### src/tcnt_pkg.sv
// Purpose: shared constants for the 16-bit timer/counter block
// Assumes: APB slave with 32-bit data, one register per aligned word
// Notes: register offsets are byte addresses
package tcnt_pkg;

  // register byte offsets
  localparam logic [7:0] TCNT_OFS_CONTROL = 8'h00;
  localparam logic [7:0] TCNT_OFS_LOW = 8'h04;
  localparam logic [7:0] TCNT_OFS_HIGH = 8'h08;
  localparam logic [7:0] TCNT_OFS_FLAG = 8'h0c;
  localparam logic [7:0] TCNT_OFS_OSC = 8'h10;

  // timer_control field positions
  localparam int TCNT_B_RUN = 0;
  localparam int TCNT_B_SRC = 1;
  localparam int TCNT_B_SYNC = 2;
  localparam int TCNT_B_OSCEN = 3;
  localparam int TCNT_B_PS_LO = 4;
  localparam int TCNT_B_PS_HI = 5;
  localparam int TCNT_B_STAT = 6;
  localparam int TCNT_B_WIDE = 7;

  // peripheral_flag_reg and oscillator_control fields
  localparam int TCNT_B_OVF = 0;
  localparam int TCNT_B_OVF_IE = 1;
  localparam int TCNT_B_SCS_LO = 0;
  localparam int TCNT_B_SCS_HI = 1;
  localparam int TCNT_B_IDLE_ON_SLEEP_ENABLE = 7;

  // reset values and count maximum
  localparam logic [7:0] TCNT_RST_CONTROL = 8'h00;
  localparam logic [7:0] TCNT_RST_BYTE = 8'h00;
  localparam logic [15:0] TCNT_RST_COUNT = 16'h0000;
  localparam logic [15:0] TCNT_COUNT_MAX = 16'hffff;
  localparam logic [1:0] TCNT_RST_SCS = 2'h0;

  // encodings
  localparam logic [1:0] TCNT_SCS_TIMER_OSC = 2'h1;
  localparam logic [3:0] TCNT_CMP_SPECIAL_EVENT = 4'hb;
  localparam logic [1:0] TCNT_PS_1 = 2'h0;
  localparam logic [1:0] TCNT_PS_2 = 2'h1;
  localparam logic [1:0] TCNT_PS_4 = 2'h2;
  localparam logic [1:0] TCNT_PS_8 = 2'h3;

  // instruction clock is the system clock divided by four
  localparam int TCNT_INSTR_DIV = 4;
  localparam logic [1:0] TCNT_INSTR_LAST = 2'(TCNT_INSTR_DIV - 1);

  // operating mode, derived from source and sync bits
  typedef enum logic [1:0] {
    TCNT_MODE_TIMER = 2'b00,
    TCNT_MODE_SYNC = 2'b01,
    TCNT_MODE_ASYNC = 2'b11
  } tcnt_mode_t;

endpackage

### src/tcnt_edge_detect.sv
// Purpose: rising-edge detector for the external count input
// Assumes: input already sampled level-wise relative to pclk
// Notes: sync path uses two synchroniser stages and a history stage; bypass path a single stage
`timescale 1ns/1ns
module tcnt_edge_detect
  import tcnt_pkg::*;
(
  input wire logic pclk,
  input wire logic presetn,
  input wire logic raw_in,
  input wire logic bypass,
  output logic rise
);

  logic meta_r;
  logic sync_r;
  logic sync_d_r;
  logic raw_d_r;

  // two-stage synchroniser, first stage feeds only the second
  always_ff @(posedge pclk or negedge presetn) begin
    if (!presetn) begin
      meta_r <= 1'b0;
      sync_r <= 1'b0;
      sync_d_r <= 1'b0;
    end else begin
      meta_r <= raw_in;
      sync_r <= meta_r;
      sync_d_r <= sync_r;
    end
  end

  // single history stage for the unsynchronised path
  always_ff @(posedge pclk or negedge presetn) begin
    if (!presetn) begin
      raw_d_r <= 1'b0;
    end else begin
      raw_d_r <= raw_in;
    end
  end

  // edge select
  assign rise = bypass ? (raw_in & ~raw_d_r) : (sync_r & ~sync_d_r);

endmodule

### src/tcnt_timer.sv
// Purpose: 16-bit timer/counter with APB register access
// Assumes: pclk is the system oscillator; pins arrive synchronous to it
// Notes: pready is always high; reads are captured in the setup cycle
// Operation
// - internal source counts once per instruction cycle, system clock over four.
// - external source counts rising edges of pin or enabled oscillator.
// - run bit starts counting; clearing it holds the count.
// - prescale field divides input by 1, 2, 4 or 8.
// - sync bit chooses synchronised or bypassed external edge; ignored internally.
// - three modes: timer, synchronous counter, asynchronous counter.
// - oscillator enable bit runs oscillator, independent of power mode.
// - while running, oscillator pins are inputs and port reads give zero.
// - wide access bit selects one 16-bit access or two byte accesses.
// - in wide mode low read copies live high byte to buffer.
// - in wide mode low write loads high from buffer with low.
// - low byte write clears prescaler; high writes leave it alone.
// - status bit reads one while system clock comes from timer oscillator.
// - clock select 01 runs CPU and peripherals from timer oscillator.
// - control register resets to zero.
// - count wraps FFFF to 0000, sets overflow flag, interrupt if enabled.
// - compare trigger in mode 1011 resets count; coincident write wins.
// - trigger reset never sets the overflow flag.
//
// Added by the designer: register access over APB and the placing of the registers.
`timescale 1ns/1ns
module tcnt_timer
  import tcnt_pkg::*;
#(
  parameter int CNT_W = 16,
  parameter int PS_W = 3
)
(
  input wire logic pclk,
  input wire logic presetn,
  input wire logic psel,
  input wire logic penable,
  input wire logic pwrite,
  input wire logic [7:0] paddr,
  input wire logic [31:0] pwdata,
  input wire logic [3:0] pstrb,
  output logic [31:0] prdata,
  output logic pready,
  output logic pslverr,
  input wire logic ext_clk_in,
  input wire logic osc_clk_in,
  input wire logic [1:0] port_pin_in,
  input wire logic [1:0] port_pin_out_data,
  input wire logic [1:0] port_direction_bits,
  output logic [1:0] port_pin_out,
  output logic [1:0] port_pin_oe_n,
  output logic [1:0] port_read_data,
  output logic timer_osc_enable,
  input wire logic sysclk_is_timer_osc,
  output logic secondary_run_mode,
  output logic idle_on_sleep_enable,
  input wire logic special_event_trigger,
  input wire logic [3:0] compare_mode_field,
  output logic overflow_irq,
  output logic [CNT_W-1:0] count_value
);

  logic [7:0] control_r;
  logic [7:0] high_buf_r;
  logic [CNT_W-1:0] count_r;
  logic [PS_W-1:0] presc_r;
  logic [1:0] instr_r;
  logic ovf_flag_r;
  logic ovf_ie_r;
  logic [1:0] scs_r;
  logic idle_on_sleep_enable_r;
  logic [31:0] prdata_r;
  logic status_r;

  logic setup_rd;
  logic acc_wr;
  logic wr_ctrl;
  logic wr_low;
  logic wr_high;
  logic wr_flag;
  logic wr_osc;
  logic rd_low;
  logic mapped;
  logic run;
  logic wide;
  logic src_ext;
  logic instr_tick;
  logic ext_rise;
  logic in_tick;
  logic presc_tick;
  logic inc;
  logic wrap;
  logic trig;
  tcnt_mode_t mode;

  // prescale ratio as a terminal count mask
  function automatic logic [PS_W-1:0] presc_mask(input logic [1:0] sel);
    case (sel)
      TCNT_PS_1: presc_mask = PS_W'(0);
      TCNT_PS_2: presc_mask = PS_W'(1);
      TCNT_PS_4: presc_mask = PS_W'(3);
      TCNT_PS_8: presc_mask = PS_W'(7);
      default: presc_mask = PS_W'(0);
    endcase
  endfunction

  // address decode, used for both read and write
  function automatic logic is_reg(input logic [7:0] a, input logic [7:0] ofs);
    is_reg = (a == ofs);
  endfunction

  // bus decode
  assign setup_rd = psel & ~penable & ~pwrite;
  assign acc_wr = psel & penable & pwrite & pstrb[0];
  assign wr_ctrl = acc_wr & is_reg(paddr, TCNT_OFS_CONTROL);
  assign wr_low = acc_wr & is_reg(paddr, TCNT_OFS_LOW);
  assign wr_high = acc_wr & is_reg(paddr, TCNT_OFS_HIGH);
  assign wr_flag = acc_wr & is_reg(paddr, TCNT_OFS_FLAG);
  assign wr_osc = acc_wr & is_reg(paddr, TCNT_OFS_OSC);
  assign rd_low = setup_rd & is_reg(paddr, TCNT_OFS_LOW);
  assign mapped = is_reg(paddr, TCNT_OFS_CONTROL)
                | is_reg(paddr, TCNT_OFS_LOW)
                | is_reg(paddr, TCNT_OFS_HIGH)
                | is_reg(paddr, TCNT_OFS_FLAG)
                | is_reg(paddr, TCNT_OFS_OSC);
  assign pready = 1'b1;
  assign pslverr = psel & penable & ~mapped;
  assign prdata = prdata_r;

  // control fields
  assign run = control_r[TCNT_B_RUN];
  assign wide = control_r[TCNT_B_WIDE];
  assign src_ext = control_r[TCNT_B_SRC];

  // mode from source and sync bits
  always_comb begin
    case ({src_ext, control_r[TCNT_B_SYNC]})
      2'b10: mode = TCNT_MODE_SYNC;
      2'b11: mode = TCNT_MODE_ASYNC;
      default: mode = TCNT_MODE_TIMER;
    endcase
  end

  // control register, status bit is read-only
  always_ff @(posedge pclk or negedge presetn) begin
    if (!presetn) begin
      control_r <= TCNT_RST_CONTROL;
    end else if (wr_ctrl) begin
      control_r <= pwdata[7:0] & ~(8'h01 << TCNT_B_STAT);
    end
  end

  always_ff @(posedge pclk or negedge presetn) begin
    if (!presetn) begin
      status_r <= 1'b0;
    end else begin
      status_r <= sysclk_is_timer_osc;
    end
  end

  always_ff @(posedge pclk or negedge presetn) begin
    if (!presetn) begin
      scs_r <= TCNT_RST_SCS;
      idle_on_sleep_enable_r <= 1'b0;
    end else if (wr_osc) begin
      scs_r <= pwdata[TCNT_B_SCS_HI:TCNT_B_SCS_LO];
      idle_on_sleep_enable_r <= pwdata[TCNT_B_IDLE_ON_SLEEP_ENABLE];
    end
  end
  assign secondary_run_mode = (scs_r == TCNT_SCS_TIMER_OSC);
  assign idle_on_sleep_enable = idle_on_sleep_enable_r;

  // oscillator runs by its enable bit alone
  assign timer_osc_enable = control_r[TCNT_B_OSCEN];

  // pins forced to inputs and reads zeroed while running
  always_comb begin
    port_pin_out = port_pin_out_data;
    if (run) begin
      port_pin_oe_n = 2'b11;
      port_read_data = 2'b00;
    end else begin
      port_pin_oe_n = port_direction_bits;
      port_read_data = port_pin_in;
    end
  end

  always_ff @(posedge pclk or negedge presetn) begin
    if (!presetn) begin
      instr_r <= 2'h0;
    end else begin
      instr_r <= instr_r + 2'h1;
    end
  end
  assign instr_tick = (instr_r == TCNT_INSTR_LAST);

  tcnt_edge_detect u_edge (
    .pclk(pclk),
    .presetn(presetn),
    .raw_in(control_r[TCNT_B_OSCEN] ? osc_clk_in : ext_clk_in),
    .bypass(mode == TCNT_MODE_ASYNC),
    .rise(ext_rise)
  );

  assign in_tick = src_ext ? ext_rise : instr_tick;

  // prescaler, cleared by low byte write
  always_ff @(posedge pclk or negedge presetn) begin
    if (!presetn) begin
      presc_r <= '0;
    end else if (wr_low) begin
      presc_r <= '0;
    end else if (run && in_tick) begin
      if (presc_r >= presc_mask(control_r[TCNT_B_PS_HI:TCNT_B_PS_LO])) begin
        presc_r <= '0;
      end else begin
        presc_r <= presc_r + PS_W'(1);
      end
    end
  end
  assign presc_tick = in_tick
    & (presc_r >= presc_mask(control_r[TCNT_B_PS_HI:TCNT_B_PS_LO]));

  assign inc = run & presc_tick;
  assign wrap = inc & (count_r == TCNT_COUNT_MAX);
  assign trig = special_event_trigger
              & (compare_mode_field == TCNT_CMP_SPECIAL_EVENT);

  // count register; writes take precedence over all else
  always_ff @(posedge pclk or negedge presetn) begin
    if (!presetn) begin
      count_r <= TCNT_RST_COUNT;
    end else if (wr_low) begin
      // wide mode loads high from buffer with low
      if (wide) begin
        count_r <= {high_buf_r, pwdata[7:0]};
      end else begin
        count_r <= {count_r[15:8], pwdata[7:0]};
      end
    end else if (wr_high && !wide) begin
      // byte mode reaches live high directly
      count_r <= {pwdata[7:0], count_r[7:0]};
    end else if (trig) begin
      count_r <= TCNT_RST_COUNT;
    end else if (inc) begin
      count_r <= count_r + 16'h0001;
    end
  end
  assign count_value = count_r;

  // high buffer, loaded on low read in wide mode
  always_ff @(posedge pclk or negedge presetn) begin
    if (!presetn) begin
      high_buf_r <= TCNT_RST_BYTE;
    end else if (wr_high && wide) begin
      high_buf_r <= pwdata[7:0];
    end else if (rd_low && wide) begin
      high_buf_r <= count_r[15:8];
    end
  end

  // overflow flag, set wins over clear
  always_ff @(posedge pclk or negedge presetn) begin
    if (!presetn) begin
      ovf_flag_r <= 1'b0;
      ovf_ie_r <= 1'b0;
    end else begin
      if (wrap && !wr_low && !trig && !(wr_high && !wide)) begin
        ovf_flag_r <= 1'b1;
      end else if (wr_flag && pwdata[TCNT_B_OVF]) begin
        ovf_flag_r <= 1'b0;
      end
      if (wr_flag) begin
        ovf_ie_r <= pwdata[TCNT_B_OVF_IE];
      end
    end
  end

  assign overflow_irq = ovf_flag_r & ovf_ie_r;

  // read data captured in the setup cycle
  always_ff @(posedge pclk or negedge presetn) begin
    if (!presetn) begin
      prdata_r <= 32'h0000_0000;
    end else if (setup_rd) begin
      prdata_r <= 32'h0000_0000;
      case (paddr)
        TCNT_OFS_CONTROL: begin
          prdata_r[7:0] <= control_r | ({7'h00, status_r} << TCNT_B_STAT);
        end
        TCNT_OFS_LOW: begin
          prdata_r[7:0] <= count_r[7:0];
        end
        TCNT_OFS_HIGH: begin
          // buffer in wide mode, live high otherwise
          prdata_r[7:0] <= wide ? high_buf_r : count_r[15:8];
        end
        TCNT_OFS_FLAG: begin
          prdata_r[TCNT_B_OVF] <= ovf_flag_r;
          prdata_r[TCNT_B_OVF_IE] <= ovf_ie_r;
        end
        TCNT_OFS_OSC: begin
          prdata_r[TCNT_B_SCS_HI:TCNT_B_SCS_LO] <= scs_r;
          prdata_r[TCNT_B_IDLE_ON_SLEEP_ENABLE] <= idle_on_sleep_enable_r;
        end
        default: begin
          prdata_r <= 32'h0000_0000;
        end
      endcase
    end
  end

endmodule

### config.mk
export PLATFORM = sky130hd
export DESIGN_NAME = tcnt_timer
export DESIGN_NICKNAME = d
export VERILOG_FILES = /design/src/tcnt_pkg.sv /design/src/tcnt_edge_detect.sv /design/src/tcnt_timer.sv
export SDC_FILE = /design/constraint.sdc
export NUM_CORES = 1
export LEC_CHECK = 0
export BUFFER_PORTS_ARGS = -buffer_cell sky130_fd_sc_hd__buf_2
export CAP_MARGIN = 20
export CORE_UTILIZATION = 50
export CTS_CLUSTER_SIZE = 24
export DETAILED_ROUTE_END_ITERATION = 10
export PLACE_DENSITY = 0.88
export SETUP_SLACK_MARGIN = 0.2
export SYNTH_ARGS = -nofsm -noshare
export SYNTH_HDL_FRONTEND = slang
export SYNTH_HIERARCHICAL = 1
export SYNTH_SLANG_ARGS = --single-unit
export TNS_END_PERCENT = 10
### constraint.sdc
create_clock -name pclk -period 2.92 [get_ports pclk]
set_input_delay 0.292 -clock pclk [delete_from_list [all_inputs] [get_ports pclk]]
set_output_delay 0.292 -clock pclk [all_outputs]
set_load 0.01 [all_outputs]
==> flow_summary_export.csv, run 1 <==
group,metric,value,unit
sta,setup_viol,0,
synth,synth_top_area_share,38.4,%
clock_tree,cts_made_buffers,5,
synth,synth-main-ff-cell,"dfrtp_1",
route,wl_per_cell,17.9,um
route,drt-total-wl,9.18,mm
route,drc,0,
run,cap_violations,0,
cells_and_area,syn_to_final_growth,11.6,%
sta,rsz0062_at_grt,"no",
clock_tree,cts-root-buf,"clkbuf_8",
sta,fin_skew,0.0149,ns
pwr,p_leak,1.93,nW
clock_tree,cts_num_sinks,53,
setup_path,crit_start,"control_r[4]$_DFFE_PN0P_",
grt,antenna_found_initial,0,
setup_path,r2r_start,"control_r[4]$_DFFE_PN0P_",
sta,drv_slew,0,
route,drtAntennaViolNets,0,
route,dr_total_vias,3158,
sta,timing.final.crit_period,2.51,ns
sta,worst_slew_pin_slew,0.591,ns
synth,synth.most_common_cell,"dfrtp_1",
setup_path,crit_buf_inv,1,
setup_path,start_kind,"flip-flop",
pwr,power_density,382,nW/um2
sta,layout_setup_ws,0.413,ns
sta,max_slew_margin,60.3,%
min_path,hold_start,"sysclk_is_timer_osc",
pwr,ir_drop,188,uV
clock_tree,h-tree-depth,2,
synth,synthCells,373,
floorplanning,dieWidth,85.1,um
setup_path,cp_slowest_cell,"o21ai_0",
placement,dp.final_hpwl,6.93,mm
sta,hold_violations,0,
setup_path,critPathTopFamily,"compound AO/OA/AOI/OAI gates",
grt,grt_max_degree,30,
floorplanning,fp.dieH,85.1,um
setup_path,required,3.10,ns
synth,yosys_warnings,6,
floorplanning,placement_rows,29,
setup_path,cp.arrival,2.69,ns
cells_and_area,num_antenna_cells,0,
clock_tree,cts_tree,"built",
synth,yosysSeqAreaShare,38.4,%
synth,synth_area_leaders,"dfrtp_1, buf_4, mux2i_1",
placement,dp_slack,0.495,ns
floorplanning,start_util,53.1,%
floorplanning,coreArea,6490,um2
synth,ys_top_cells_by_count,"dfrtp_1, nand2_1, nor2_1",
clock_tree,path_clk_slew,0.10,ns
synth,synth_top_area_cell,"dfrtp_1",
cells_and_area,final_net_count,503,
clock_tree,cts_resized,0,
pwr,power,1.47,mW
sta,finalSetupTns,0,ns
synth,synth_edf_count,0,
setup_path,slowest_delay,0.50,ns
run_status,status,"finished clean",
synth,synth.distinct_cells,58,
setup_path,endpoint_kind,"flip-flop",
setup_path,cp_max_fo,12,
sta,fin_crit_sh,85.9,%
synth,synth_area,3450,um2
grt,grt_use_total,26.6,%
floorplanning,dieArea,7240,um2
grt,grt_pass1_wl,15.0,mm
route,first_pass_iters,5,
synth,avgSynthCellArea,9.25,um2
min_path,hold_class,"in2reg",
placement,port_buffers,66,
sta,max_freq,0.399,GHz
synth,async_flop_share,100,%
setup_path,critPathKind,"reg2reg",
cells_and_area,drive_above_1_share,25.7,%
clock_tree,clk_path_buf_depth,2,
floorplanning,io_pins,123,
placement,place.gp.congestion,0.965,
synth,synth_seq_cells,53,
grt,grt-ovfl-total,0,
clock_tree,clk_latency,0.33,ns
grt,grt_pass1_vias,3060,
route,avgViaCountPerCell,6.17,
setup_path,crit_top_cell,"o21ai_0",
route,first_iter_violations,333,
setup_path,crit_chain,"or2_2 -> ha_1 -> nor2b_1 -> o21ai_0 -> nor2b_1 -> buf_4 -> o21ai_0 -> o21ai_0",
cells by family after synthesis:
| group | share of synthesized area, % |
|---|---|
| AO/OA/AOI/OAI | 18.0 |
| adder cells (fa/ha/maj) | 2.17 |
| multiplexers | 10.5 |
| AND/OR/NAND/NOR | 20.6 |
| XOR/XNOR | 1.27 |
| other | 0.218 |
| flip-flops | 38.4 |
| buffers and inverters | 8.77 |
registers in the layout (all words and copies together) (netlist names):
signal / count
idle_on_sleep_enable: 1
high_buf_r: 8
instr_r: 2
count_value: 16
u_edge/raw_d_r: 1
u_edge/sync_d_r: 1
u_edge/sync_r: 1
ovf_ie_r: 1
status_r: 1
presc_r: 3
control_r: 7
ovf_flag_r: 1
prdata: 8
scs_r: 2
cell usage in the layout (no fill, tap or decap), types with 7 or more instances in the layout:
cell type,count
buf_4,7
nand3_1,7
nor2_1,30
o21ai_0,25
nand2_1,37
o22ai_1,8
nand4_1,7
inv_1,8
a22oi_1,8
mux2_2,14
buf_2,66
dfrtp_1,53
nor2b_1,7
nor3_1,7
conb_1,25
mux2i_1,16
a21oi_1,20
worst register-to-register path, cell delays in order (launching register included):
cell and delay [ns]:
dfrtp_1 0.42, or2_2 0.31, ha_1 0.28, nor2b_1 0.10, o21ai_0 0.18, nor2b_1 0.18
buf_4 0.18, o21ai_0 0.51, o21ai_0 0.20
per-stage QoR:
step / area (um2) / utilization, % / instances / hold WS [ns]
finish: 3850 / 59.3 / 512 / 0.0795
global route: 3850 / 59.3 / 512 / 0.0706
CTS: 3850 / 59.3 / 512 / 0.0770
detailed placement: 3740 / 57.7 / 503 / 0.320
global placement: 3740 / 57.7 / 503 / 0.304
floorplan: 3540 / - / 396 / -0.00359
what timing repair did:
item	in CTS	in global routing
buffers inserted	0	0
hold buffers	1	0
endpoints found under the hold margin	24	0
cell type report:
class | instances | area, um2
fillers | 592 | 2640
multi-input cells | 292 | 1910
flip-flops and latches | 53 | 1330
repair buffers | 74 | 393
well taps | 77 | 96.3
clock buffers | 5 | 68.8
inverters | 8 | 30.0
clock inverters | 3 | 28.8
layer usage:
layer / wire [um] / global-route usage (%)
met1: 3880 / 35.8
met2: 4200 / 42.3
met3: 736 / 3.99
met4: 358 / 12.9
met5: 0 / 0
path summary, 6_finish.rpt:
| path | depth (start not counted) | to | slack [ns] |
|---|---|---|---|
| min in group asynchronous | 2 | count_value[5]$_DFFE_PN0P_ | 0.49 |
| setup reg to reg | 8 | count_value[4]$_DFFE_PN0P_ | 0.41 |
| hold reg to reg | 0 | u_edge/sync_d_r$_DFF_PN0_ | 0.40 |
| max in group asynchronous | 3 | prdata[1]$_DFFE_PN0P_ | 1.65 |
| setup / recovery | 8 | count_value[4]$_DFFE_PN0P_ | 0.41 |
| hold / removal | 1 | status_r$_DFF_PN0_ | 0.08 |
power breakdown:
| group | switching [mW] | internal (mW) | total, mW |
|---|---|---|---|
| combinational | 0.130 | 0.0905 | 0.221 |
| sequential | 0.0426 | 0.758 | 0.801 |
| clock | 0.271 | 0.180 | 0.451 |
| total | 0.443 | 1.03 | 1.47 |
Power figures use the tool's default switching activity.
==> inputs of run 2 (changes only) <==
--- a/config.mk
+++ b/config.mk
@@ -10,10 +10,9 @@
 export CORE_UTILIZATION = 50
 export CTS_CLUSTER_SIZE = 24
 export DETAILED_ROUTE_END_ITERATION = 10
-export PLACE_DENSITY = 0.88
+export PLACE_DENSITY = 0.89
 export SETUP_SLACK_MARGIN = 0.2
 export SYNTH_ARGS = -nofsm -noshare
 export SYNTH_HDL_FRONTEND = slang
-export SYNTH_HIERARCHICAL = 1
 export SYNTH_SLANG_ARGS = --single-unit
 export TNS_END_PERCENT = 10
==> flow_summary_export.csv, run 2 <==
group,metric,value,unit
min_path,hold_class,"in2async",
setup_path,crit_buf_inv,0,
clock_tree,cts_tree,"built",
setup_path,start_kind,"flip-flop",
clock_tree,cts-root-buf,"clkbuf_8",
cells_and_area,final_cell_mix,"buf_2, dfrtp_1, nand2_1, nor2_1, conb_1",
setup_path,critPathKind,"reg2reg",
route,drc,0,
placement,place.gp.congestion,0.927,
synth,synth_seq_cells,53,
grt,grt_pass1_wl,14.2,mm
synth,yosys_warnings,0,
synth,synth_top_area_share,40.2,%
sta,fin_crit_sh,83.3,%
cells_and_area,final_net_count,497,
run_status,status,"finished with violations",
clock_tree,cts_num_sinks,53,
sta,fin_skew,0.00450,ns
setup_path,endpoint_kind,"flip-flop",
cells_and_area,ff_latch_area,1330,um2
pwr,power_density,439,nW/um2
clock_tree,clk_path_buf_depth,2,
route,drt-total-wl,8.93,mm
sta,finalSetupTns,0,ns
setup_path,crit_top_cell,"a21o_1",
run,cap_violations,0,
cells_and_area,final_common_cell,"buf_2",
sta,worst_slew_pin_slew,0.825,ns
synth,synth_top_area_cell,"dfrtp_1",
sta,max_freq,0.411,GHz
route,avgViaCountPerCell,6.09,
synth,avgSynthCellArea,8.99,um2
setup_path,cp_slowest_cell,"dfrtp_1",
synth,ys_top_cells_by_count,"dfrtp_1, nand2_1, nor2_1",
setup_path,crit_chain,"or2_2 -> ha_1 -> nand2b_1 -> a21o_1 -> a21o_1 -> a21o_1 -> nand2_1 -> mux2_2",
sta,max_slew_margin,44.5,%
synth,synth_area_leaders,"dfrtp_1, buf_4, mux2_2",
setup_path,critPathTopFamily,"simple AND/OR/NAND/NOR gates",
route,drtAntennaViolNets,0,
sta,drv_slew,0,
floorplanning,dieArea,6930,um2
setup_path,cp_max_fo,8,
clock_tree,path_clk_slew,0.10,ns
pwr,p_leak,1.77,nW
clock_tree,cts_resized,0,
clock_tree,cts_made_buffers,5,
cells_and_area,largest_reg_flops,16,
sta,timing.final.crit_period,2.43,ns
route,wl_per_cell,17.6,um
grt,grt_use_total,26.1,%
floorplanning,start_util,52.0,%
sta,rsz0062_at_grt,"no",
synth,synth-main-ff-cell,"dfrtp_1",
clock_tree,cts_hold_buf,0,
clock_tree,postCtsSetupBuffers,0,
sta,hold_violations,2,
setup_path,slowest_delay,0.44,ns
sta,holdWs,-0.00148,ns
cells_and_area,syn_to_final_growth,12.0,%
setup_path,required,3.13,ns
route,first_pass_iters,5,
placement,dp.final_hpwl,6.77,mm
synth,synth_area,3300,um2
route,dr_total_vias,3080,
floorplanning,coreArea,6350,um2
grt,grt_pass1_vias,2853,
floorplanning,placement_rows,29,
cells_and_area,fill_cells,553,
synth,synth.most_common_cell,"dfrtp_1",
synth,synth_edf_count,0,
synth,synthCells,367,
placement,port_buffers,66,
grt,grt-ovfl-total,0,
synth,async_flop_share,100,%
synth,yosysSeqAreaShare,40.2,%
floorplanning,io_pins,123,
grt,antenna_found_initial,0,
run_status,violations,"hold timing",
clock_tree,h-tree-depth,2,
route,first_iter_violations,308,
pwr,ir_drop,302,uV
setup_path,crit_cells,8,
setup_path,cp.arrival,2.64,ns
floorplanning,fp.dieH,83.2,um
clock_tree,clk_latency,0.31,ns
synth,synth.distinct_cells,51,
setup_path,reg2reg_depth,8,
sta,setup_viol,0,
cells_and_area,drive_above_1_share,24.5,%
cells_and_area,multiInputGateArea,1750,um2
grt,grt_max_degree,29,
floorplanning,dieWidth,83.2,um
cells_and_area,num_antenna_cells,0,
run 2: worst reg2reg max path, stage by stage (launching register included):
cell	delay (ns)
dfrtp_1	0.44
or2_2	0.30
ha_1	0.27
nand2b_1	0.15
a21o_1	0.17
a21o_1	0.22
a21o_1	0.17
nand2_1	0.23
mux2_2	0.37
run 2: area by class of cell:
type                       instances  share of cell area [%]
multi-input combinational        286                    47.3
sequential                        53                    35.9
timing repair buffer              72                    10.2
tap                               77                    2.61
clock buffer                       5                    1.86
clock inverter                     3                    1.18
inverter                          10                    1.02
run 2: layer usage:
layer	vias to the layer above	global-route usage (%)	routed length [um]
met5	-	0	0
met4	0	8.93	199
met3	28	4.97	924
met2	207	42.9	4180
met1	1444	34.4	3630
li1	1401	-	-
run 2: cell families (layout without fill, tap and decap cells):
family / count (synthesis) / count (layout) / synth area share [%]
AND/OR/NAND/NOR: 133 / 133 / 20.8
AO/OA/AOI/OAI: 96 / 96 / 18.9
flip-flops: 53 / 53 / 40.2
buffers and inverters: 51 / 90 / 9.44
multiplexers: 19 / 19 / 6.26
XOR/XNOR: 7 / 7 / 1.86
adder cells (fa/ha/maj): 6 / 6 / 2.28
other: 2 / 25 / 0.228
run 2: where the power goes:
part | internal, mW | switching, mW | total [mW]
clock network | 0.257 | 0.256 | 0.514
registers | 0.771 | 0.0616 | 0.833
logic | 0.115 | 0.163 | 0.278
total | 1.14 | 0.481 | 1.62
run 2: final timing paths:
check                                              start                    endpoint  slack, ns
worst max register to register  control_r[5]$_DFFE_PN0P_  count_value[0]$_DFFE_PN0P_       0.49
worst min register to register   u_edge.sync_r$_DFF_PN0_   u_edge.sync_d_r$_DFF_PN0_       0.39
max in group asynchronous                        presetn       prdata[7]$_DFFE_PN0P_       2.13
min in group pclk                    sysclk_is_timer_osc          status_r$_DFF_PN0_       0.09
worst min-delay path                             presetn  count_value[2]$_DFFE_PN0P_     -0.001
worst max-delay path            control_r[5]$_DFFE_PN0P_  count_value[0]$_DFFE_PN0P_       0.49
run 2: metrics by stage:
step           util, %  total power, mW  setup slack [ns]  std cells  area (um2)
5_1_grt           58.2             1.69             0.425        506        3700
2_1_floorplan        -             1.02             0.725        390        3390
3_5_place_dp      56.4             1.12             0.544        498        3580
6_report          58.2             1.62             0.487        506        3700
4_1_cts           58.2             1.62             0.518        506        3700
3_3_place_gp      56.4             1.11             0.593        498        3580
==> inputs of run 3 (changes only) <==
--- a/config.mk
+++ b/config.mk
@@ -5,12 +5,13 @@
 export SDC_FILE = /design/constraint.sdc
 export NUM_CORES = 1
 export LEC_CHECK = 0
+export ABC_AREA = 1
 export BUFFER_PORTS_ARGS = -buffer_cell sky130_fd_sc_hd__buf_2
 export CAP_MARGIN = 20
-export CORE_UTILIZATION = 50
+export CORE_UTILIZATION = 46
 export CTS_CLUSTER_SIZE = 24
 export DETAILED_ROUTE_END_ITERATION = 10
-export PLACE_DENSITY = 0.89
+export PLACE_DENSITY = 0.85
 export SETUP_SLACK_MARGIN = 0.2
 export SYNTH_ARGS = -nofsm -noshare
 export SYNTH_HDL_FRONTEND = slang
==> constraint.sdc (replaced) <==
create_clock -name pclk -period 2.23 [get_ports pclk]
set_input_delay 0.223 -clock pclk [delete_from_list [all_inputs] [get_ports pclk]]
set_output_delay 0.223 -clock pclk [all_outputs]
set_load 0.01 [all_outputs]
==> flow_summary_export.csv, run 3 <==
group,metric,value,unit
run_status,status,"finished clean",
cells_and_area,drive_above_1_share,19.7,%
setup_path,crit_chain,"buf_4 -> nand2_1 -> ha_1 -> nand3b_1 -> nand3_2 -> nand3_4 -> nand3_4 -> nand2_4 -> buf_4 -> buf_4 -> nand2_1 -> nand2_1",
sta,max_slew_margin,64.9,%
pwr,swShare,27.2,%
floorplanning,io_pins,123,
synth,synth_top_area_share,36.1,%
sta,drv_slew,0,
synth,synth_area_leaders,"dfrtp_1, nand2_1, buf_4",
synth,ys_top_cells_by_count,"nand2_1, inv_1, dfrtp_1",
route,first_iter_violations,290,
route,drtAntennaViolNets,0,
placement,port_buffers,66,
grt,grt_max_degree,24,
cells_and_area,syn_to_final_growth,15.2,%
grt,grt_pass1_vias,3373,
pwr,combPwrFrac,14.5,%
pwr,ir_drop,318,uV
pwr,p_int,1.48,mW
synth,yosysSeqAreaShare,36.1,%
route,first_pass_iters,5,
route,dr_total_vias,3646,
floorplanning,coreArea,7730,um2
synth,async_flop_share,100,%
setup_path,endpoint_kind,"flip-flop",
clock_tree,cts-root-buf,"clkbuf_8",
route,drc,0,
pwr,p_leak,2.32,nW
pwr,power_density,480,nW/um2
sta,holdWs,0.0349,ns
clock_tree,clk_path_buf_depth,2,
clock_tree,h-tree-depth,2,
floorplanning,fp.dieH,91.4,um
sta,finalSetupTns,0,ns
placement,place.gp.congestion,0.953,
setup_path,slowest_delay,0.40,ns
cells_and_area,ff_latch_area,1330,um2
setup_path,crit_start,"control_r[5]$_DFFE_PN0P_",
min_path,hold_class,"in2reg",
run,cap_violations,0,
clock_tree,path_clk_slew,0.10,ns
placement,dp.final_hpwl,7.62,mm
grt,antenna_found_initial,0,
route,drt-total-wl,9.94,mm
cells_and_area,multiInputGateArea,1970,um2
synth,synth-main-ff-cell,"dfrtp_1",
setup_path,cp_slowest_cell,"dfrtp_1",
setup_path,critPathKind,"reg2reg",
floorplanning,dieWidth,91.4,um
synth,synth_seq_cells,53,
cells_and_area,final_net_count,672,
sta,setup_viol,0,
sta,fin_crit_sh,87.7,%
pwr,switching_power,553,uW
setup_path,required,2.44,ns
placement,dp_cells,689,
floorplanning,dieArea,8350,um2
min_path,hold_start,"sysclk_is_timer_osc",
cells_and_area,final_cells,706,
synth,synth_edf_count,0,
sta,hold_violations,0,
grt,grt_pass1_wl,16.3,mm
clock_tree,cts_tree,"built",
synth,synth.distinct_cells,38,
route,avgViaCountPerCell,5.16,
synth,synth_area,3670,um2
setup_path,start_kind,"flip-flop",
floorplanning,placement_rows,32,
synth,avgSynthCellArea,6.94,um2
synth,yosys_warnings,0,
pwr,power,2.03,mW
sta,rsz0062_at_grt,"no",
pwr,p_clk_share,33.7,%
synth,synth_top_area_cell,"dfrtp_1",
sta,fin_skew,0.0105,ns
sta,timing.final.crit_period,1.96,ns
cells_and_area,fill_cells,755,
setup_path,cp.arrival,2.17,ns
route,wl_per_cell,14.1,um
sta,max_freq,0.511,GHz
synth,synthCells,529,
cells_and_area,largest_reg_flops,16,
sta,worst_slew_pin_slew,0.523,ns
setup_path,r2r_start,"control_r[5]$_DFFE_PN0P_",
cells_and_area,num_antenna_cells,0,
clock_tree,cts_made_buffers,5,
floorplanning,start_util,47.5,%
cells_and_area,final_common_cell,"nand2_1",
grt,grt_use_total,25.0,%
pwr,seqPwrFrac,51.8,%
cells_and_area,final_cell_mix,"nand2_1, buf_2, inv_1, dfrtp_1, nor2_1",
grt,grt-ovfl-total,0,
synth,synth.most_common_cell,"nand2_1",
clock_tree,cts_num_sinks,53,
clock_tree,clk_latency,0.31,ns
setup_path,cp_max_fo,6,
-- run 3: power by group through the flow --
stage / Clock [mW] / Sequential (mW) / Combinational, mW
4_1_cts: 0.686 / 1.05 / 0.284
6_report: 0.684 / 1.05 / 0.295
2_1_floorplan: 0 / 1.07 / 0.184
3_3_place_gp: 0 / 1.06 / 0.274
3_5_place_dp: 0 / 1.07 / 0.282
5_1_grt: 0.734 / 1.06 / 0.333
-- run 3: path summary, 6_finish.rpt --
path | to | slack [ns] | cells past startpoint
min reg2reg | u_edge.sync_r$_DFF_PN0_ | 0.39 | 0
max reg2reg | count_value[15]$_DFFE_PN0P_ | 0.27 | 12
max | count_value[15]$_DFFE_PN0P_ | 0.27 | 12
min | status_r$_DFF_PN0_ | 0.03 | 1
max in group asynchronous | high_buf_r[0]$_DFFE_PN0P_ | 1.29 | 3
min in group asynchronous | count_value[15]$_DFFE_PN0P_ | 0.32 | 2
-- run 3: kinds of logic (layout without fill, tap and decap cells) --
| logic type | Yosys count | after routing | share of synthesized area, % |
|---|---|---|---|
| AOI/OAI and AO/OA | 68 | 68 | 10.4 |
| xor gates and xnor gates | 7 | 7 | 1.67 |
| adders and majority gates | 6 | 6 | 2.04 |
| buffers and inverters | 100 | 152 | 14.0 |
| DFF | 53 | 53 | 36.1 |
| other | 2 | 25 | 0.204 |
| and+or+nand+nor | 293 | 293 | 35.6 |
-- run 3: critical path, delay by kind of cell, from the launching register on --
family	cells	cell delay [ns]
adders and majority gates	1	0.35
buffers and inverters	3	0.40
DFF	1	0.40
and+or+nand+nor	8	0.71
-- run 3: metrics by stage --
step	setup WS, ns	cell area (um2)	util, %
2_1_floorplan	0.435	3760	-
3_3_place_gp	0.251	3990	51.6
3_5_place_dp	0.187	3990	51.6
4_1_cts	0.253	4120	53.3
5_1_grt	0.167	4230	54.8
6_report	0.275	4230	54.8
-- run 3: layout make-up --
type                            count  share of cell area, %
Clock inverter                      1                  0.710
Tap cell                          102                   3.02
Clock buffer                        7                   2.04
Multi-Input combinational cell    399                   46.5
Inverter                           63                   5.62
Timing Repair Buffer               81                   10.8
Sequential cell                    53                   31.3
-- run 3: repair_timing --
action	in CTS	in global routing
gates resized for setup	1	7
pin swaps	0	3
setup buffers	0	8
endpoints found under the setup margin	3	16
hold buffers	1	0
endpoints found under the hold margin	13	0
-- run 3: metal layers --
metal / track usage (%) / vias up / part of all wire (%)
met5: 0 / - / 0
met4: 7.41 / 0 / 1.9
li1: - / 1772 / -
met1: 32.5 / 1700 / 44
met3: 4.77 / 15 / 7.1
met2: 42.0 / 159 / 48
